<file path="config.mk">
export PLATFORM = sky130hd
export DESIGN_NAME = dmsd_decoder
export DESIGN_NICKNAME = d
export VERILOG_FILES = /design/src/rtl/dmsd_ram.v /design/src/rtl/dmsd_decoder.v
export VERILOG_INCLUDE_DIRS = /design/src /design/src/rtl
export SDC_FILE = /design/constraint.sdc
export NUM_CORES = 2
export LEC_CHECK = 0
export BUFFER_PORTS_ARGS = -buffer_cell sky130_fd_sc_hd__buf_2
export CELL_PAD_IN_SITES_DETAIL_PLACEMENT = 1
export CELL_PAD_IN_SITES_GLOBAL_PLACEMENT = 2
export CORE_MARGIN = 5
export CORE_UTILIZATION = 53
export CTS_BUF_LIST = sky130_fd_sc_hd__clkbuf_8
export DETAILED_ROUTE_END_ITERATION = 8
export PLACE_DENSITY_LB_ADDON = 0.1
export SLEW_MARGIN = 15
export SYNTH_ARGS = -nofsm -noshare
export SYNTH_HDL_FRONTEND = slang
export SYNTH_HIERARCHICAL = 1
export SYNTH_SLANG_ARGS = --single-unit
</file>
<file path="constraint.sdc">
create_clock -name clock -period 3.34 [get_ports clock]
set_input_delay 0.334 -clock clock [delete_from_list [all_inputs] [get_ports clock]]
set_output_delay 0.334 -clock clock [all_outputs]
set_load 0.01 [all_outputs]
</file>
<file path="src/rtl/dmsd_map.vh">
// constants for the data memory space decoder
`ifndef DMSD_MAP_VH
`define DMSD_MAP_VH
// ************************************************************
// address boundaries
// ************************************************************
`define DMSD_LOWER_RAM_TOP 8'h7F
`define DMSD_IRAM_BYTES 256
`define DMSD_AUX_RAM_BYTES 256
// ************************************************************
// access kinds on the core request
// ************************************************************
`define DMSD_KIND_DIRECT 2'h0
`define DMSD_KIND_INDIRECT 2'h1
`define DMSD_KIND_XMOVE_IDX 2'h2
`define DMSD_KIND_XMOVE_PTR 2'h3
// ************************************************************
// external bus cycle phases
// ************************************************************
`define DMSD_PH_IDLE 2'h0
`define DMSD_PH_ADDR 2'h1
`define DMSD_PH_STROBE 2'h2
`define DMSD_PH_DONE 2'h3
// ************************************************************
// reset values and strobe length
// ************************************************************
`define DMSD_PORT_RESET 8'hFF
`define DMSD_STROBE_LEN 2
`endif

</file>
<file path="src/rtl/dmsd_ram.v">
// single-port byte ram used for the on-chip storage arrays
`timescale 1ns/1ps
module dmsd_ram #(
    parameter AW = 8,
    parameter DEPTH = 256
) (
    input wire clock,
    input wire wr_en,
    input wire [AW-1:0] addr,
    input wire [7:0] wdata,
    output reg [7:0] rdata
);
    reg [7:0] mem [0:DEPTH-1];

    always @(posedge clock) begin
        if (wr_en) begin
            mem[addr] <= wdata;
        end
        rdata <= mem[addr];
    end
endmodule

</file>
<file path="src/rtl/dmsd_decoder.v">
// data memory space decoder: steers core accesses to ram, registers or the external bus
`timescale 1ns/1ps
`include "dmsd_map.vh"
// Operation
// lower 128 bytes: direct and indirect
// upper 128 bytes: indirect only
// direct above 7F goes to registers
// upper ram separate from register space
// aux ram sized per variant, from zero
// bypass clear: in-range moves hit aux ram
// aux ram access leaves bus pins idle
// high address port stays output
// bypass clear: pointer above range external
// bypass set: all moves go external
// index move: 8-bit muxed address
// pointer move: 16-bit split address
// write or read strobe low per access
// stack always in internal ram
// index move always fits aux ram
module dmsd_decoder #(
    parameter AUX_BYTES = `DMSD_AUX_RAM_BYTES,
    parameter AUX_AW = 8,
    parameter STROBE_LEN = `DMSD_STROBE_LEN
) (
    input wire clock,
    input wire rst_b,
    input wire req_valid,
    input wire [1:0] req_kind,
    input wire req_stack,
    input wire req_write,
    input wire [15:0] req_addr,
    input wire [7:0] req_wdata,
    input wire onchip_xdata_bypass,
    input wire [7:0] muxed_addr_data_port_in,
    input wire [7:0] sreg_rdata,
    output reg sreg_wr_q,
    output reg sreg_rd_q,
    output reg [7:0] sreg_addr_q,
    output reg [7:0] sreg_wdata_q,
    output reg [7:0] muxed_addr_data_port_out_q,
    output reg muxed_addr_data_port_oe_b_q,
    output reg [7:0] high_address_port_out_q,
    output reg high_address_port_oe_b_q,
    output reg addr_latch_q,
    output reg wr_strobe_b_q,
    output reg rd_strobe_b_q,
    output reg busy_q,
    output reg done_q,
    output reg [7:0] rdata_q
);
    // ************************************************************
    // target selection
    // ************************************************************
    localparam T_IRAM = 2'h0;
    localparam T_SREG = 2'h1;
    localparam T_AUX = 2'h2;
    localparam T_EXT = 2'h3;

    function [1:0] pick_target;
        input [1:0] kind;
        input stack;
        input bypass;
        input [15:0] addr;
        begin
            if (stack) begin
                pick_target = T_IRAM;
            end else if (kind == `DMSD_KIND_DIRECT) begin
                if (addr[7:0] > `DMSD_LOWER_RAM_TOP) begin
                    pick_target = T_SREG;
                end else begin
                    pick_target = T_IRAM;
                end
            end else if (kind == `DMSD_KIND_INDIRECT) begin
                pick_target = T_IRAM;
            end else if (bypass) begin
                pick_target = T_EXT;
            end else if (kind == `DMSD_KIND_XMOVE_IDX) begin
                pick_target = T_AUX;
            end else if ({16'h0000, addr} < AUX_BYTES) begin
                pick_target = T_AUX;
            end else begin
                pick_target = T_EXT;
            end
        end
    endfunction

    wire [1:0] target = pick_target(req_kind, req_stack, onchip_xdata_bypass, req_addr);
    wire take = req_valid & ~busy_q;

    // ************************************************************
    // on-chip arrays: 256-byte internal ram and aux ram
    // ************************************************************
    wire [7:0] iram_rdata;
    wire [7:0] aux_rdata;
    wire iram_we = take & req_write & (target == T_IRAM);
    wire aux_we = take & req_write & (target == T_AUX);

    dmsd_ram #(.AW(8), .DEPTH(`DMSD_IRAM_BYTES)) u_iram (
        .clock(clock),
        .wr_en(iram_we),
        .addr(req_addr[7:0]),
        .wdata(req_wdata),
        .rdata(iram_rdata)
    );

    // aux ram access never touches the bus pins
    dmsd_ram #(.AW(AUX_AW), .DEPTH(AUX_BYTES)) u_aux (
        .clock(clock),
        .wr_en(aux_we),
        .addr(req_addr[AUX_AW-1:0]),
        .wdata(req_wdata),
        .rdata(aux_rdata)
    );

    // ************************************************************
    // port input synchroniser
    // ************************************************************
    reg [7:0] p0_meta_q;
    reg [7:0] p0_sync_q;

    always @(posedge clock) begin
        p0_meta_q <= muxed_addr_data_port_in;
        p0_sync_q <= p0_meta_q;
    end

    // ************************************************************
    // sequencing
    // ************************************************************
    reg [1:0] phase_q;
    reg [1:0] local_tgt_q;
    reg local_pend_q;
    reg ext_write_q;
    reg [7:0] ext_wdata_q;
    reg [7:0] strobe_cnt_q;

    always @(posedge clock) begin
        if (!rst_b) begin
            phase_q <= `DMSD_PH_IDLE;
            local_tgt_q <= T_IRAM;
            local_pend_q <= 1'b0;
            ext_write_q <= 1'b0;
            ext_wdata_q <= 8'h00;
            strobe_cnt_q <= 8'h00;
            sreg_wr_q <= 1'b0;
            sreg_rd_q <= 1'b0;
            sreg_addr_q <= 8'h00;
            sreg_wdata_q <= 8'h00;
            muxed_addr_data_port_out_q <= `DMSD_PORT_RESET;
            muxed_addr_data_port_oe_b_q <= 1'b1;
            high_address_port_out_q <= `DMSD_PORT_RESET;
            high_address_port_oe_b_q <= 1'b0;
            addr_latch_q <= 1'b0;
            wr_strobe_b_q <= 1'b1;
            rd_strobe_b_q <= 1'b1;
            busy_q <= 1'b0;
            done_q <= 1'b0;
            rdata_q <= 8'h00;
        end else begin
            done_q <= 1'b0;
            sreg_wr_q <= 1'b0;
            sreg_rd_q <= 1'b0;
            local_pend_q <= 1'b0;
            high_address_port_oe_b_q <= 1'b0;
            if (local_pend_q) begin
                // array read data is valid one cycle after the request
                if (local_tgt_q == T_IRAM) begin
                    rdata_q <= iram_rdata;
                end else if (local_tgt_q == T_AUX) begin
                    rdata_q <= aux_rdata;
                end else begin
                    rdata_q <= sreg_rdata;
                end
                done_q <= 1'b1;
                busy_q <= 1'b0;
            end
            case (phase_q)
                `DMSD_PH_IDLE: begin
                    if (take) begin
                        busy_q <= 1'b1;
                        if (target == T_EXT) begin
                            ext_write_q <= req_write;
                            ext_wdata_q <= req_wdata;
                            muxed_addr_data_port_out_q <= req_addr[7:0];
                            muxed_addr_data_port_oe_b_q <= 1'b0;
                            if (req_kind == `DMSD_KIND_XMOVE_PTR) begin
                                high_address_port_out_q <= req_addr[15:8];
                            end
                            addr_latch_q <= 1'b1;
                            phase_q <= `DMSD_PH_ADDR;
                        end else begin
                            local_tgt_q <= target;
                            local_pend_q <= 1'b1;
                            if (target == T_SREG) begin
                                sreg_addr_q <= req_addr[7:0];
                                sreg_wdata_q <= req_wdata;
                                sreg_wr_q <= req_write;
                                sreg_rd_q <= ~req_write;
                            end
                        end
                    end
                end
                `DMSD_PH_ADDR: begin
                    addr_latch_q <= 1'b0;
                    strobe_cnt_q <= STROBE_LEN[7:0];
                    if (ext_write_q) begin
                        muxed_addr_data_port_out_q <= ext_wdata_q;
                        wr_strobe_b_q <= 1'b0;
                    end else begin
                        muxed_addr_data_port_oe_b_q <= 1'b1;
                        rd_strobe_b_q <= 1'b0;
                    end
                    phase_q <= `DMSD_PH_STROBE;
                end
                `DMSD_PH_STROBE: begin
                    if (strobe_cnt_q > 8'h01) begin
                        strobe_cnt_q <= strobe_cnt_q - 8'h01;
                    end else begin
                        wr_strobe_b_q <= 1'b1;
                        rd_strobe_b_q <= 1'b1;
                        phase_q <= `DMSD_PH_DONE;
                    end
                end
                default: begin
                    // pin data lags two flops, so it is taken here; needs a strobe of 2 or more
                    if (!ext_write_q) begin
                        rdata_q <= p0_sync_q;
                    end
                    muxed_addr_data_port_oe_b_q <= 1'b1;
                    done_q <= 1'b1;
                    busy_q <= 1'b0;
                    phase_q <= `DMSD_PH_IDLE;
                end
            endcase
        end
    end
endmodule

</file>
# Word level (Yosys, flattened, before mapping)
# Memory sizes are Yosys's and may differ from the RTL's. A register that Yosys moved wholly into a read port is not among the register bits.
# Index checks and enable logic that the tools add are counted.
[word_totals]
regBits = 86
latchBits = 0
mem_bits_rw = 4096
mem_bits_ro = 0
inputBits = 48
out_inout_bits = 49
mem_count = 2
[mem_list]
columns = ["memory", "depth", "width", "read_ports", "rd_clocked_by_memory_dff", "write_ports", "line", "rtl"]
rows = [
  ["u_aux.mem", 256, 8, 1, 1, 1, "dmsd_ram.v:13", "reg [7:0] mem [0:DEPTH-1];"],
  ["u_iram.mem", 256, 8, 1, 1, 1, "dmsd_ram.v:13", ""],
]
[op_classes]
addsub = 1
mul = 0
div = 0
n_lt_le_gt_ge = 3
eq_ne = 15
shift = 0
mux = 44
bitwise = 12
n_reduce_logical = 21
[op_table]
columns = ["operator", "n"]
rows = [
  ["$mux W8", 9],
  ["$pmux W8 S2", 2],
  ["$mux W1", 21],
  ["$reduce_and A3 Y1", 7],
  ["$lt A16 B9 Y1 const B", 1],
  ["$reduce_and A4 Y1", 4],
  ["$eq A2 B2 Y1 const B", 6],
  ["$mux W2", 6],
  ["$ne A2 B2 Y1 const B", 6],
  ["$gt A8 B1 Y1 const B", 1],
  ["$gt A8 B7 Y1 const B", 1],
  ["$logic_not A2 Y1", 4],
  ["$not A1 Y1", 8],
  ["$pmux W1 S2", 4],
  ["$sub A8 B1 Y8 const B", 1],
  ["$eq A2 B1 Y1 const B", 3],
  ["$pmux W2 S3", 1],
  ["$reduce_or A5 Y1", 1],
  ["$and A1 B1 Y1", 4],
  ["$reduce_bool A2 Y1", 2],
  ["$pmux W1 S3", 1],
  ["$reduce_or A3 Y1", 1],
  ["$reduce_and A2 Y1", 1],
  ["$reduce_or A2 Y1", 1],
]

# Logic depth before layout (Yosys ltp)
[logic_depth]
depth_word = 11
mapped_depth = 10
depth_no_buf = 8

# Cells and area by module
# Netlist, hierarchy kept.
[modules_own_cells]
columns = ["module", "n_inst", "cells_per_inst", "area_each_um2"]
rows = [
  ["dmsd_ram", 2, 3547, 78492.8],
  ["dmsd_decoder", 1, 395, 3634.7],
]

# Least setup slack after synthesis
# OpenSTA, ideal clock, no wires.
[synth_path]
path_kind = "input port to flip-flop"
start = "input port req_addr[15]"
end = "memory u_aux.mem[157][0], enable pin"
setup_time_ps = 383
arrival_time_ps = 2537
setup_slack_ps = 419
stages = 7
path_cell_list = "nor4_4 > a21oi_2 > nor3_1 > buf_1 > nand3_1 > clkbuf_1 > nor3_1"
[synth_between]
elab_chain_cells = 11
[synth_rtl]
columns = ["item", "line", "rtl"]
rows = [
  ["start, declared", "dmsd_decoder.v:31", "input wire [15:0] req_addr,"],
  ["$lt A16 B9 Y1", "dmsd_decoder.v:79", "end else if ({16'h0000, addr} < AUX_BYTES) begin"],
  ["$mux W1", "dmsd_decoder.v:79", ""],
  ["$mux W1", "dmsd_decoder.v:77", "end else if (kind == `DMSD_KIND_XMOVE_IDX) begin"],
  ["$mux W1", "dmsd_decoder.v:75", "end else if (bypass) begin"],
  ["$mux W2", "dmsd_decoder.v:73", "end else if (kind == `DMSD_KIND_INDIRECT) begin"],
  ["$mux W2", "dmsd_decoder.v:67", "end else if (kind == `DMSD_KIND_DIRECT) begin"],
  ["$mux W2", "dmsd_decoder.v:65", "if (stack) begin"],
  ["$eq A2 B2 Y1", "dmsd_decoder.v:96", "wire aux_we = take & req_write & (target == T_AUX);"],
  ["$and A1 B1 Y1", "dmsd_decoder.v:96", ""],
  ["net aux_we", "dmsd_decoder.v:96", ""],
  ["$mux W1", "dmsd_ram.v:16", "if (wr_en) begin"],
  ["$mux W1 (not written as such)", "dmsd_ram.v:17", "mem[addr] <= wdata;"],
  ["end, declared", "dmsd_ram.v:13", ""],
]
# The timed path passes the listed nets, and every way through them passes these cells.

# Final worst setup path
[layout_path]
start = "register phase_q[0]"
end = "register high_address_port_out_q[6]"
[layout_between]
elab_chain_cells = 2
[layout_rtl]
columns = ["item", "line", "rtl"]
rows = [
  ["start, declared", "dmsd_decoder.v:129", "reg [1:0] phase_q;"],
  ["start signal, assigned", "dmsd_decoder.v:138", "phase_q <= `DMSD_PH_IDLE;"],
  ["start signal, assigned", "dmsd_decoder.v:189", "phase_q <= `DMSD_PH_ADDR;"],
  ["start signal, assigned", "dmsd_decoder.v:212", "phase_q <= `DMSD_PH_STROBE;"],
  ["$logic_not A2 Y1", "dmsd_decoder.v:176", "case (phase_q)"],
  ["$reduce_and A4 Y1 (no line)", "--", ""],
  ["end signal, assigned", "dmsd_decoder.v:150", "high_address_port_out_q <= `DMSD_PORT_RESET;"],
  ["end signal, assigned", "dmsd_decoder.v:186", "high_address_port_out_q <= req_addr[15:8];"],
  ["end, declared", "dmsd_decoder.v:42", "output reg [7:0] high_address_port_out_q,"],
]
# No other way between the ends.
# A chain may end at the register's enable or synchronous reset.

==> results.sh <==
export IMPL_status="finished clean"
export IMPL_whs_ns=0.104
export IMPL_multi_input_area_um2=33400
export IMPL_via_per_inst=6.27
export IMPL_synth_edff_count=4096
export IMPL_setup_viol_count_final=0
export IMPL_p_leak_nw=60.4
export IMPL_max_stage_delay_ns=0.62
export IMPL_grt_pass1_wl_um=636000
export IMPL_dieArea_um2=314000
export IMPL_dr_total_vias=84047
export IMPL_port_buffers=95
export IMPL_critical_path_most_common_cell="dlygate4sd3_1"
export IMPL_ios=97
export IMPL_rrSetupSlack_ns=0.15
export IMPL_synthTopCellsByArea="edfxtp_1, mux4_2, a22oi_1"
export IMPL_cts_tree="built"
export IMPL_gp_congestion=0.819
export IMPL_tns_ns=0
export IMPL_grt_setup_unrepaired="false"
export IMPL_clkTransAtPathRegs_ns=0.07
export IMPL_path_cells="inv_1 > ha_1 > nand3b_2 > a311oi_4 > mux2i_1 > dlygate4sd3_1 > nand2_1 > dlygate4sd3_1"
export IMPL_period_minus_slack_ns=3.19
export IMPL_end_kind="flip-flop"
export IMPL_yosysTopAreaCell="edfxtp_1"
export IMPL_die_h_um=561
export IMPL_cts_root_buffer="clkbuf_8"
export IMPL_track_usage_pct=27.7
export IMPL_wl_um=436000
export IMPL_die_w_um=561
export IMPL_drc_errors=0
export IMPL_fmax_mhz=313
export IMPL_fp_row_count=202
export IMPL_fin_ws_ns=0.145
export IMPL_post_drt_wl_per_cell_um=32.5
export IMPL_synth_ff_type="edfxtp_1"
export IMPL_max_slew_margin_rel_pct=27.5
export IMPL_ir_worst_vdd_uv=375
export IMPL_worst_ep_required_time_ns=4.41
export IMPL_skew_ns=0.0776
export IMPL_min_period_over_period_pct=95.7
export IMPL_drtIter0Drc=9885
export IMPL_power_density_nw_per_um2=560
export IMPL_place_ws_ns=-0.326
export IMPL_slowest_stage="a311oi_4"
export IMPL_dp_cells=12125
export IMPL_ant_nets=0
export IMPL_place_area_um2=174000
export IMPL_p_total_mw=105
export IMPL_cts_buffers=672
export IMPL_layout_drive_gt1_share_pct=32.2
export IMPL_cp_max_fo=8
export IMPL_synth_common_cells="edfxtp_1, mux4_2, a22oi_1"
export IMPL_syn_num_nets=7543
export IMPL_slew_violations=0
export IMPL_fin_util_pct=61.8
export IMPL_worst_setup_path_start_kind="flip-flop"
export IMPL_yosysSeqAreaShare_pct=77.8
export IMPL_ys_seq_elements=4198
export IMPL_antenna_found_initial=21
export IMPL_area_growth_pct=16.3
export IMPL_overflow=0
export IMPL_clock_sinks=4198
export IMPL_finalHoldViolations=0
export IMPL_syn_inst=7489
export IMPL_final_fill_count=25343
export IMPL_dp_hpwl_um=273000
export IMPL_grt_max_degree=139
export IMPL_layout_cells_non_filler=13411
export IMPL_grt_pass1_vias=88709
export IMPL_regArea_um2=125000
export IMPL_ys_warn_count=6
export IMPL_design_area_um2=187000
export IMPL_hp_class="input port to flip-flop"
export IMPL_yosys_cell_count_top_type="edfxtp_1"
export IMPL_syn_avg_cell_area_um2=21.4
export IMPL_clock_latency_ns=1.20
export IMPL_worst_path_buf_inv=3
export IMPL_core_um2=302000
export IMPL_first_pass_iters=5
export IMPL_async_flop_share_pct=0
export IMPL_critPathKind="flip-flop to flip-flop"
export IMPL_synthDistinctLibCells=55
export IMPL_maxCapViolCount=0
export IMPL_max_slew_worst_pin_slew_ns=1.06
export IMPL_cp_top_family="buffers and inverters"
export IMPL_arrival_ns=4.26
export IMPL_nNetsFinal=8966
export IMPL_start_util_pct=53.1
export IMPL_cts_resized=0
export IMPL_yosysTopAreaCellShare_pct=76.6
export IMPL_clockBufferDepth=4
export IMPL_h_tree_depth=6
export IMPL_syn_area_um2=161000
## path summary, 6_finish.rpt
kind,start,cells past startpoint,to
worst max-delay path,phase_q[0],8,high_address_port_out_q[6]
worst min-delay path,req_wdata[0],2,u_iram/mem[10][0]
worst max register to register,phase_q[0],8,high_address_port_out_q[6]
worst min register to register,p0_meta_q[3],0,p0_sync_q[3]
## metal layers
layer	vias up	global-route usage, %	part of all wire (%)
li1	34482	-	-
met1	45215	41.7	42
met2	3764	42.6	47
met3	580	5.70	8.9
met4	6	6.42	2.2
met5	-	0	0.0062
## flip-flops by register name, indices dropped and copies added, names as in the netlist, 2 cells and up
| signal | count |
|---|---|
| sreg_wdata_q | 8 |
| rdata_q | 8 |
| p0_meta_q | 8 |
| u_iram/mem | 2048 |
| u_aux/rdata | 8 |
| strobe_cnt_q | 8 |
| ext_wdata_q | 8 |
| muxed_addr_data_port_out_q | 8 |
| u_iram/rdata | 8 |
| local_tgt_q | 2 |
| phase_q | 2 |
| u_aux/mem | 2048 |
| sreg_addr_q | 8 |
| p0_sync_q | 8 |
| high_address_port_out_q | 8 |
## area by class of cell
class                      count  share of cell area [%]
clock inverter               487                    1.38
sequential                  4198                    66.9
tap                         3978                    2.66
antenna                        8                  0.0107
timing repair buffer        1235                    5.95
clock buffer                 700                    5.16
inverter                      14                  0.0281
multi-input combinational   2791                    17.9
## power breakdown
part	internal, mW	switching, mW
sequential	57.9	0.150
clock	20.4	20.2
combinational	2.24	3.72
total	80.5	24.1
## worst register-to-register path, stage by stage (launching register included)
cell	delay [ns]
dfxtp_1	0.35
inv_1	0.09
ha_1	0.33
nand3b_2	0.17
a311oi_4	0.62
mux2i_1	0.29
dlygate4sd3_1	0.58
nand2_1	0.05
dlygate4sd3_1	0.59
## cells by family (layout without fill, tap and decap cells)
group	Yosys count	in the layout	share of synthesized area (%)
DFF	4198	4198	77.8
and+or+nand+nor	797	797	2.12
other	1	9	0.00233
adders and majority gates	6	6	0.0467
AOI/OAI and AO/OA	918	918	3.89
muxes	1069	1069	14.6
buffers and inverters	500	2436	1.46
## timing repair
action	in CTS	in global routing
hold buffers	91	0
endpoints found under the hold margin	3171	0
setup buffers	0	0
endpoints found under the setup margin	0	4
## placed cells by master, fill, tap and decap left out, drive strengths merged, types with 3 or more instances in the layout
cell type and instances:
clkinv 217, or2 4, nor2b 22, nand4 17, nand3 29, and2 10
a211oi 11, ha 6, clkinvlp 15, diode 8, nand2 130, nor3 63
inv 258, o21ai 24, dlygate4sd3 91, nand3b 3, mux4 1024, nand2b 19
and3 3, a21oi 290, a22oi 512, bufinv 11, edfxtp 4096, clkbuf 700
buf 1144, mux2i 45, o41ai 64, dfxtp 102, nor2 483, nand4b 3
(Power assumes the default switching activity.)
